<file path="config.mk">
export PLATFORM = sky130hd
export DESIGN_NAME = serial_port
export DESIGN_NICKNAME = d
export VERILOG_FILES = /design/src/serial_port_pkg.sv /design/src/serial_port.sv /design/src/sck_rate_divider.sv
export SDC_FILE = /design/constraint.sdc
export NUM_CORES = 1
export LEC_CHECK = 0
export BUFFER_PORTS_ARGS = -buffer_cell sky130_fd_sc_hd__clkbuf_2
export CORE_MARGIN = 2
export CORE_UTILIZATION = 48
export DETAILED_ROUTE_END_ITERATION = 7
export PLACE_DENSITY = 0.74
export SLEW_MARGIN = 20
export SYNTH_ARGS = -nofsm -noshare
export SYNTH_HDL_FRONTEND = slang
export SYNTH_SLANG_ARGS = --single-unit
</file>
<file path="constraint.sdc">
create_clock -name clk -period 2.1 [get_ports clk]
set_clock_uncertainty 0.1 [all_clocks]
set_input_delay 0.63 -clock clk [delete_from_list [all_inputs] [get_ports clk]]
set_output_delay 0.63 -clock clk [all_outputs]
set_load 0.02 [all_outputs]
</file>
<file path="src/serial_port_pkg.sv">
package serial_port_pkg;

   // ---------------------------------------------------------------
   // Control and status carriers
   // ---------------------------------------------------------------
   typedef struct packed {
      logic       transfer_irq_enable;
      logic       port_enable;
      logic       master_select;
      logic       clock_idle_level;
      logic       clock_sample_phase;
      logic       rate_select_2;
      logic       rate_select_1;
      logic       rate_select_0;
   } serial_control_reg_t;

   typedef struct packed {
      logic       transfer_complete_flag;
      logic       write_collision_flag;
      logic       mode_fault_flag;
   } serial_status_reg_t;

   typedef enum logic [1:0] {
      st_idle,
      st_master,
      st_slave
   } xfer_state_t;

   // ---------------------------------------------------------------
   // Constants
   // ---------------------------------------------------------------
   localparam int unsigned        CORE_CLOCK_FREQ = 100_000_000;
   localparam int unsigned        BYTE_BITS       = 8;
   localparam int unsigned        CNT_W           = 6;
   localparam logic [2:0]         LAST_BIT        = 3'h7;
   localparam logic [CNT_W-1:0]   HALF_PERIOD_0   = 6'h04;
   localparam logic [CNT_W-1:0]   HALF_PERIOD_1   = 6'h08;
   localparam logic [CNT_W-1:0]   HALF_PERIOD_2   = 6'h10;
   localparam logic [CNT_W-1:0]   HALF_PERIOD_3   = 6'h20;
   localparam serial_control_reg_t CTRL_RESET     = '0;
   localparam logic [7:0]         DATA_RESET      = 8'h00;

endpackage

</file>
<file path="src/serial_port.sv">
// Overview of operation
// - Full-duplex byte exchange on one clock.
// - Most significant bit first, both roles.
// - Received byte replaces sent; one done flag.
// - Slave follows clock up to core/4.
// - Low two rate-select bits pick master bit rate.
// - Master drives its own serial clock.
// - Master needs select high, else bits drop.
// - Master drives MOSI, samples MISO.
// - Master transmit write starts a transfer.
// - Byte loaded in parallel, then shifted out.
// - Done sets flag, interrupts if enabled.
// - Last clock copies received byte to buffer.
// - Flag clears: status access, then data read.
// - Writes ignored while flag set, unread status.
// - Slave takes clock from pin only.
// - Slave ignores rate-select bits.
// - Slave entered: master clear, enable set.
// - Slave samples MOSI, drives MISO.
// - Idle level sets resting clock level.
// - Phase picks first or second capture edge.
// - Select low on master: fault, drop out.
// - Write during transfer sets collision flag.
module serial_port
   import serial_port_pkg::*;
(
   // Clock and reset
   input  wire logic                clk,
   input  wire logic                rst_n,
   // Processor side
   input  wire logic                ctrl_write,
   input  wire serial_control_reg_t ctrl_in,
   output serial_control_reg_t      ctrl_out,
   input  wire logic                status_access,
   output serial_status_reg_t       status_out,
   input  wire logic                tx_write,
   input  wire logic [7:0]          tx_data,
   input  wire logic                rx_read,
   output logic [7:0]               rx_data,
   output logic                     transfer_irq,
   // Serial pins
   input  wire logic                sck_in,
   output logic                     sck_out,
   output logic                     sck_oe,
   input  wire logic                mosi_in,
   output logic                     mosi_out,
   output logic                     mosi_oe,
   input  wire logic                miso_in,
   output logic                     miso_out,
   output logic                     miso_oe,
   input  wire logic                ss_n_in
);

   // ---------------------------------------------------------------
   // Pin synchronisers
   // ---------------------------------------------------------------
   logic [3:0] sync1;
   logic [3:0] sync2;
   logic       sck_d;

   always_ff @(posedge clk or negedge rst_n) begin
      if (!rst_n) begin
         sync1 <= 4'hF;
         sync2 <= 4'hF;
      end else begin
         sync1 <= {ss_n_in, sck_in, mosi_in, miso_in};
         sync2 <= sync1;
      end
   end

   logic ss_low;
   logic sck_s;
   logic mosi_s;
   logic miso_s;

   assign ss_low = !sync2[3];
   assign sck_s  = sync2[2];
   assign mosi_s = sync2[1];
   assign miso_s = sync2[0];

   always_ff @(posedge clk or negedge rst_n) begin
      if (!rst_n) begin
         sck_d <= 1'b1;
      end else begin
         sck_d <= sck_s;
      end
   end

   // ---------------------------------------------------------------
   // Registers and state
   // ---------------------------------------------------------------
   serial_control_reg_t ctrl;
   xfer_state_t         state;
   logic [7:0]          shreg;
   logic [7:0]          rx_buf;
   logic [2:0]          bit_cnt;
   logic                sample_bit;
   logic                out_bit;
   logic                sck_level;
   logic                done_flag;
   logic                done_armed;
   logic                coll_flag;
   logic                coll_armed;
   logic                fault_flag;
   logic                fault_armed;
   logic                tick;

   // Shift one bit in at the bottom, MSB leaves first
   function automatic logic [7:0] shift_in(input logic [7:0] b, input logic d);
      shift_in = {b[6:0], d};
   endfunction

   // ---------------------------------------------------------------
   // Edge decode
   // ---------------------------------------------------------------
   logic master_on;
   logic slave_on;
   logic slave_sel;
   logic fault;
   logic lead_ev;
   logic trail_ev;
   logic in_bit;
   logic busy;
   logic tx_blocked;
   logic tx_accept;
   logic done;

   assign master_on = ctrl.port_enable && ctrl.master_select;
   assign slave_on  = ctrl.port_enable && !ctrl.master_select;
   assign slave_sel = slave_on && ss_low;
   assign fault     = master_on && ss_low;

   always_comb begin
      lead_ev  = 1'b0;
      trail_ev = 1'b0;
      if (state == st_master && tick) begin
         lead_ev  = (sck_level == ctrl.clock_idle_level);
         trail_ev = (sck_level != ctrl.clock_idle_level);
      end else if (slave_sel && sck_s != sck_d) begin
         lead_ev  = (sck_s != ctrl.clock_idle_level);
         trail_ev = (sck_s == ctrl.clock_idle_level);
      end
   end

   assign in_bit     = ctrl.master_select ? miso_s : mosi_s;
   assign busy       = state != st_idle || (slave_sel && !ctrl.clock_sample_phase);
   assign tx_blocked = done_flag && !done_armed;
   assign tx_accept  = tx_write && ctrl.port_enable && !busy && !tx_blocked && !fault;
   assign done       = trail_ev && bit_cnt == LAST_BIT;

   // ---------------------------------------------------------------
   // Transfer sequencing
   // ---------------------------------------------------------------
   always_ff @(posedge clk or negedge rst_n) begin
      if (!rst_n) begin
         state <= st_idle;
      end else if (fault || !ctrl.port_enable) begin
         state <= st_idle;
      end else if (state == st_slave && !ss_low) begin
         state <= st_idle;
      end else if (done) begin
         state <= st_idle;
      end else if (tx_accept && ctrl.master_select) begin
         state <= st_master;
      end else if (state == st_idle && slave_sel && (lead_ev || trail_ev)) begin
         state <= st_slave;
      end
   end

   always_ff @(posedge clk or negedge rst_n) begin
      if (!rst_n) begin
         bit_cnt <= '0;
      end else if (state == st_idle && !(slave_sel && (lead_ev || trail_ev))) begin
         bit_cnt <= '0;
      end else if (trail_ev) begin
         bit_cnt <= bit_cnt + 3'h1;
      end
   end

   // Master clock level; rests at idle level between bytes
   always_ff @(posedge clk or negedge rst_n) begin
      if (!rst_n) begin
         sck_level <= 1'b0;
      end else if (state != st_master) begin
         sck_level <= ctrl.clock_idle_level;
      end else if (tick) begin
         sck_level <= !sck_level;
      end
   end

   // ---------------------------------------------------------------
   // Shift path
   // ---------------------------------------------------------------
   always_ff @(posedge clk or negedge rst_n) begin
      if (!rst_n) begin
         shreg      <= DATA_RESET;
         out_bit    <= 1'b0;
         sample_bit <= 1'b0;
      end else if (tx_accept) begin
         shreg   <= tx_data;
         out_bit <= tx_data[7];
      end else if (lead_ev) begin
         if (!ctrl.clock_sample_phase) begin
            sample_bit <= in_bit;
         end else begin
            out_bit <= shreg[7];
         end
      end else if (trail_ev) begin
         if (!ctrl.clock_sample_phase) begin
            shreg   <= shift_in(shreg, sample_bit);
            out_bit <= shreg[6];
         end else begin
            shreg <= shift_in(shreg, in_bit);
         end
      end
   end

   always_ff @(posedge clk or negedge rst_n) begin
      if (!rst_n) begin
         rx_buf <= DATA_RESET;
      end else if (done) begin
         rx_buf <= !ctrl.clock_sample_phase ? shift_in(shreg, sample_bit)
                                            : shift_in(shreg, in_bit);
      end
   end

   // ---------------------------------------------------------------
   // Status flags; a set wins over a clear
   // ---------------------------------------------------------------
   always_ff @(posedge clk or negedge rst_n) begin
      if (!rst_n) begin
         done_flag  <= 1'b0;
         done_armed <= 1'b0;
      end else if (done) begin
         done_flag  <= 1'b1;
         done_armed <= 1'b0;
      end else if (done_flag && done_armed && rx_read) begin
         done_flag  <= 1'b0;
         done_armed <= 1'b0;
      end else if (done_flag && status_access) begin
         done_armed <= 1'b1;
      end
   end

   always_ff @(posedge clk or negedge rst_n) begin
      if (!rst_n) begin
         coll_flag  <= 1'b0;
         coll_armed <= 1'b0;
      end else if (tx_write && ctrl.port_enable && busy) begin
         coll_flag  <= 1'b1;
         coll_armed <= 1'b0;
      end else if (coll_flag && coll_armed && rx_read) begin
         coll_flag  <= 1'b0;
         coll_armed <= 1'b0;
      end else if (coll_flag && status_access) begin
         coll_armed <= 1'b1;
      end
   end

   always_ff @(posedge clk or negedge rst_n) begin
      if (!rst_n) begin
         fault_flag  <= 1'b0;
         fault_armed <= 1'b0;
      end else if (fault) begin
         fault_flag  <= 1'b1;
         fault_armed <= 1'b0;
      end else if (fault_flag && fault_armed && ctrl_write) begin
         fault_flag  <= 1'b0;
         fault_armed <= 1'b0;
      end else if (fault_flag && status_access) begin
         fault_armed <= 1'b1;
      end
   end

   // ---------------------------------------------------------------
   // Control register
   // ---------------------------------------------------------------
   always_ff @(posedge clk or negedge rst_n) begin
      if (!rst_n) begin
         ctrl <= CTRL_RESET;
      end else if (fault) begin
         ctrl.port_enable   <= 1'b0;
         ctrl.master_select <= 1'b0;
      end else if (ctrl_write) begin
         ctrl <= ctrl_in;
         if (fault_flag && !fault_armed) begin
            ctrl.port_enable   <= 1'b0;
            ctrl.master_select <= 1'b0;
         end
      end
   end

   // ---------------------------------------------------------------
   // Outputs
   // ---------------------------------------------------------------
   always_ff @(posedge clk or negedge rst_n) begin
      if (!rst_n) begin
         sck_oe       <= 1'b0;
         mosi_oe      <= 1'b0;
         miso_oe      <= 1'b0;
         transfer_irq <= 1'b0;
      end else begin
         sck_oe       <= master_on;
         mosi_oe      <= master_on;
         miso_oe      <= slave_sel;
         transfer_irq <= ctrl.transfer_irq_enable && (done_flag || fault_flag);
      end
   end

   assign sck_out    = sck_level;
   assign mosi_out   = out_bit;
   assign miso_out   = out_bit;
   assign rx_data    = rx_buf;
   assign ctrl_out   = ctrl;
   assign status_out = '{done_flag, coll_flag, fault_flag};

   sck_rate_divider i_sck_rate_divider (
      .clk   (clk),
      .rst_n (rst_n),
      .run   (state == st_master),
      .rate  ({ctrl.rate_select_2, ctrl.rate_select_1, ctrl.rate_select_0}),
      .tick  (tick)
   );
endmodule

</file>
<file path="src/sck_rate_divider.sv">
module sck_rate_divider
   import serial_port_pkg::*;
(
   // Clock and reset
   input  wire logic       clk,
   input  wire logic       rst_n,
   // Control
   input  wire logic       run,
   input  wire logic [2:0] rate,
   // Half-period strobe
   output logic            tick
);

   logic [CNT_W-1:0] count;

   // Codes 4..7 repeat codes 0..3
   function automatic logic [CNT_W-1:0] half_period(input logic [2:0] code);
      case (code[1:0])
         2'h0:    half_period = HALF_PERIOD_0;
         2'h1:    half_period = HALF_PERIOD_1;
         2'h2:    half_period = HALF_PERIOD_2;
         default: half_period = HALF_PERIOD_3;
      endcase
   endfunction

   always_ff @(posedge clk or negedge rst_n) begin
      if (!rst_n) begin
         count <= '0;
         tick  <= 1'b0;
      end else if (!run) begin
         count <= '0;
         tick  <= 1'b0;
      end else if (count == half_period(rate) - 6'h01) begin
         count <= '0;
         tick  <= 1'b1;
      end else begin
         count <= count + 6'h01;
         tick  <= 1'b0;
      end
   end

endmodule

</file>
==> impl_results.html <==
<table>
<tr><th>Metric</th><th>Value</th></tr>
<tr><th colspan="2">Timing</th></tr>
<tr><td>Hold violation total from the final report</td><td>0</td></tr>
<tr><td>Normalized max-slew margin</td><td>between 70% and 80%</td></tr>
<tr><td>Final Max Tran Viols</td><td>0</td></tr>
<tr><td>Final worst setup slack</td><td>between 0.03 and 0.04 ns</td></tr>
<tr><td>Highest achievable clock rate</td><td>0.485 GHz</td></tr>
<tr><td>Final setup viols</td><td>0</td></tr>
<tr><td>Unrepaired setup endpoints after global routing</td><td>yes</td></tr>
<tr><td>Min cycle time layout</td><td>2.06 ns</td></tr>
<tr><td>Measured slew at the worst slew-check pin</td><td>0.411 ns</td></tr>
<tr><td>Final critical-path share of the clock period</td><td>98.2%</td></tr>
<tr><th colspan="2">Synthesis</th></tr>
<tr><td>Distinct cell type count of the synthesized netlist</td><td>47</td></tr>
<tr><td>Per-instance average area after synthesis</td><td>approximately 12 um^2</td></tr>
<tr><td>Synth async-reset ratio</td><td>100%</td></tr>
<tr><td>Biggest area contributors in the synthesized netlist</td><td>dfrtp_1, dfstp_2, mux2_2</td></tr>
<tr><td>Fraction of synthesized cell area taken by the top area cell type</td><td>47.0%</td></tr>
<tr><td>Number of enable flip-flop cells after synthesis</td><td>0</td></tr>
<tr><td>Most instantiated library cell after synthesis</td><td>dfrtp_1</td></tr>
<tr><td>Commonest register cell after synthesis</td><td>dfrtp_1</td></tr>
<tr><td>Warning count from the yosys run</td><td>0</td></tr>
<tr><td>Synthesized netlist cell count</td><td>214</td></tr>
<tr><td>Cell area after synthesis</td><td>about 2600 um^2</td></tr>
<tr><td>Portion of the post-synthesis area used by sequential elements</td><td>56.2%</td></tr>
<tr><td>Leading cell types by count after synthesis</td><td>dfrtp_1, nand2_1, nor2_1, mux2_2, mux2i_1</td></tr>
<tr><td>Yosys reg bits</td><td>57</td></tr>
<tr><td>Top cell type by total area after synthesis</td><td>dfrtp_1</td></tr>
<tr><td>Net count after synthesis</td><td>243</td></tr>
<tr><th colspan="2">Setup path</th></tr>
<tr><td>Delay-heaviest family, CP</td><td>simple AND/OR/NAND/NOR gates</td></tr>
<tr><td>Max incr delay on CP</td><td>approximately 0.66 ns</td></tr>
<tr><td>CP arrival</td><td>roughly 2.2 ns</td></tr>
<tr><td>R2R setup slack</td><td>around 0.039 ns</td></tr>
<tr><td>R2R Path End</td><td>miso_out</td></tr>
<tr><td>Depth of the worst register-to-register path</td><td>5</td></tr>
<tr><td>Slowest stage cell, crit path</td><td>or4b_2</td></tr>
<tr><td>Buf/Inv on CP</td><td>0</td></tr>
<tr><td>Worst Path Max Fanout</td><td>5</td></tr>
<tr><td>Worst EP required</td><td>between 2 and 2.5 ns</td></tr>
<tr><td>Startpoint of the most critical register-to-register path</td><td>sck_d</td></tr>
<tr><td>Path type of the worst setup path</td><td>reg2reg</td></tr>
<tr><td>Element type at the critical path end</td><td>register</td></tr>
<tr><td>Cells traversed along the worst timing path</td><td>xnor2_2 &gt; nor4_4 &gt; o22a_2 &gt; or4b_2 &gt; o211ai_2</td></tr>
<tr><td>Element type at the critical path start</td><td>register</td></tr>
<tr><th colspan="2">Run status</th></tr>
<tr><td>Status</td><td>finished, final reports clean</td></tr>
<tr><th colspan="2">Min path</th></tr>
<tr><td>Worst min-delay path class</td><td>in2async</td></tr>
<tr><th colspan="2">Global route</th></tr>
<tr><td>Number of global-route vias before repair</td><td>around 1,800</td></tr>
<tr><td>Maximum number of pins on one net before global-route repair</td><td>58</td></tr>
<tr><td>Routing usage on met3</td><td>4.71%</td></tr>
<tr><td>Grt peak-use layer</td><td>met2</td></tr>
<tr><td>Antenna violations before repair</td><td>0</td></tr>
<tr><td>Overall Global Routing Usage</td><td>18.2%</td></tr>
<tr><td>M1 GR Usage</td><td>about a quarter</td></tr>
<tr><td>Overflow left after global routing</td><td>0</td></tr>
<tr><td>Global-route met2 utilization</td><td>28.7%</td></tr>
<tr><td>Wire length of the first global-routing pass</td><td>8400 um</td></tr>
<tr><th colspan="2">Clock network</th></tr>
<tr><td>CTS Buffer Depth</td><td>2</td></tr>
<tr><td>H-tree depth</td><td>3</td></tr>
<tr><td>Number of buffers inserted during clock tree synthesis</td><td>9</td></tr>
<tr><td>Skew-Pair Late Insertion Delay</td><td>0.32 ns</td></tr>
<tr><td>TritonCTS clock tree</td><td>yes</td></tr>
<tr><td>Clock-pin slew reported for the worst setup and hold paths after clock tree synthesis</td><td>around 0.060 ns</td></tr>
<tr><td>Post-CTS Hold Buffers</td><td>0</td></tr>
<tr><td>Clock root cell</td><td>clkbuf_8</td></tr>
<tr><td>Number of sinks driven by the clock tree</td><td>57</td></tr>
<tr><th colspan="2">Die</th></tr>
<tr><td>Starting Density</td><td>49.8%</td></tr>
<tr><td>Overall die height</td><td>77.0 um</td></tr>
<tr><td>Boundary Pins</td><td>52</td></tr>
<tr><td>Core ar.</td><td>5140 um^2</td></tr>
<tr><td>Die ar.</td><td>5930 um^2</td></tr>
<tr><td>Width of the chip</td><td>77.0 um</td></tr>
<tr><td>Total number of placement rows</td><td>26</td></tr>
<tr><th colspan="2">Drt</th></tr>
<tr><td>Total via count after detailed routing</td><td>1,826</td></tr>
<tr><td>1st-pass router iterations</td><td>4</td></tr>
<tr><td>Iteration-0 DRC count of the detailed router</td><td>136</td></tr>
<tr><td>DRC viols</td><td>0</td></tr>
<tr><td>Detailed-route vias per instance</td><td>5.13</td></tr>
<tr><td>WL final</td><td>4890 um</td></tr>
<tr><td>Average detailed-routed wire length per instance</td><td>13.7 um</td></tr>
<tr><td>Number of nets still failing antenna checks after routing</td><td>0</td></tr>
<tr><th colspan="2">Cells and area</th></tr>
<tr><td>Layout Cell Area excl Fill</td><td>3230 um^2</td></tr>
<tr><td>P&amp;R area growth vs syn</td><td>26.2%</td></tr>
<tr><td>Proportion of layout cells with a drive suffix above 1</td><td>43.0%</td></tr>
<tr><td>Final nets</td><td>310</td></tr>
<tr><td>Final core utilization</td><td>62.8%</td></tr>
<tr><td>Number of antenna diodes</td><td>0</td></tr>
<tr><th colspan="2">Placement</th></tr>
<tr><td>Post-Place Setup Slack</td><td>-0.102 ns</td></tr>
<tr><td>Final HPWL from detailed placement</td><td>3390 um</td></tr>
<tr><td>Count of input and output buffers</td><td>51</td></tr>
<tr><td>Placer Congestion</td><td>around 0.78</td></tr>
<tr><td>Cell area after placement</td><td>2960 um^2</td></tr>
<tr><th colspan="2">Flow run</th></tr>
<tr><td>Max capacitance violation total</td><td>0</td></tr>
<tr><th colspan="2">Power and ir drop</th></tr>
<tr><td>Internal portion of total power</td><td>2.31 mW</td></tr>
<tr><td>Maximum vdd ir drop</td><td>0.000546 V</td></tr>
<tr><td>Total power after layout</td><td>3.30 mW</td></tr>
<tr><td>Gate power share</td><td>24.0%</td></tr>
<tr><td>Leak pwr</td><td>1.55 nW</td></tr>
<tr><td>Switching power</td><td>986 uW</td></tr>
<tr><td>Proportion of power drawn by the clock network</td><td>31.6%</td></tr>
<tr><td>Portion of total power attributed to sequential cells</td><td>44.4%</td></tr>
<tr><td>Power per standard cell area</td><td>1020 nW/um^2</td></tr>
<tr><td>Sw Ratio</td><td>29.9%</td></tr>
</table>
==> power groups by stage <==
| stage | sequential, mW | clock (mW) | combinational [mW] |
|---|---|---|---|
| after global routing | 1.49 | 1.13 | 0.869 |
| after global placement | 1.46 | 0 | 0.734 |
| after floorplan | 1.51 | 0 | 0.485 |
| after CTS | 1.46 | 1.07 | 0.786 |
| final | 1.46 | 1.04 | 0.792 |
| after detailed placement | 1.47 | 0 | 0.758 |
==> worst reg2reg max path, delay by kind of cell (launching register included) <==
family / cells / cell delay (ns)
AO/OA/AOI/OAI: 2 / 0.39
XOR/XNOR: 1 / 0.17
flip-flops: 1 / 0.58
AND/OR/NAND/NOR: 2 / 0.74
==> sequential cells by signal (all words and copies together), names as in the netlist, 2 cells and up <==
register / count
rx_data: 8
sync1: 4
i_sck_rate_divider.count: 6
sync2: 4
bit_cnt: 3
ctrl_out: 8
shreg: 8
state: 2
==> per-stage QoR <==
stage,cells,setup TNS (ns),hold slack [ns]
after floorplan,214,-0.479,0.234
after global placement,338,-0.441,0.246
after detailed placement,338,-1.15,0.247
after CTS,356,-0.000270,0.205
after global routing,356,-0.427,0.211
final,356,0,0.192
==> worst max path at each step <==
| stage | startpoint | cells after the start | end |
|---|---|---|---|
| finish | sck_d | 5 | miso_out |
| global placement | ctrl_out[5] | 5 | rx_data[4] |
| detailed placement | ctrl_out[5] | 5 | miso_out |
| floorplan | ctrl_out[5] | 8 | shreg[0] |
| CTS | ctrl_out[5] | 5 | rx_data[1] |
| global route | ctrl_out[5] | 6 | shreg[1] |
==> timing repair <==
action | in CTS | in global routing
pin swaps | 2 | 2
gates resized for setup | 7 | 6
endpoints found under the hold margin | 0 | 0
buffers inserted | 2 | 0
endpoints found under the setup margin | 21 | 23
gates cloned | 0 | 0
==> metal layers <==
metal | part of all wire (%) | wire length [um] | vias to the layer above
li1 | - | - | 888
met1 | 44 | 2170 | 888
met2 | 50 | 2430 | 38
met3 | 3.8 | 184 | 12
met4 | 2.1 | 103 | 0
met5 | 0 | 0 | -
==> kinds of logic after synthesis <==
family / Yosys count / synth area share, %
adder cells (fa/ha/maj): 3 / 1.47
buffers and inverters: 14 / 3.77
AND/OR/NAND/NOR: 71 / 15.5
multiplexers: 26 / 10.9
flip-flops: 57 / 56.2
XOR/XNOR: 7 / 2.40
AO/OA/AOI/OAI: 36 / 9.79
==> cell type report <==
class                           count  area, um^2
Clock buffer                       14         173
Clock inverter                      2        35.0
Fill cell                         428        1910
Inverter                            2        7.51
Multi-Input combinational cell    143        1080
Sequential cell                    57        1440
Tap cell                           70        87.6
Timing Repair Buffer               68         408
==> layout by cell type, fill, tap and decap left out, drive strengths merged, types with 8 or more instances in the layout <==
master	count
clkbuf	65
nand2	21
a21oi	8
dfrtp	48
buf	17
o21ai	11
nor2	18
mux2i	12
mux2	14
dfstp	9
(Power assumes the default switching activity.)
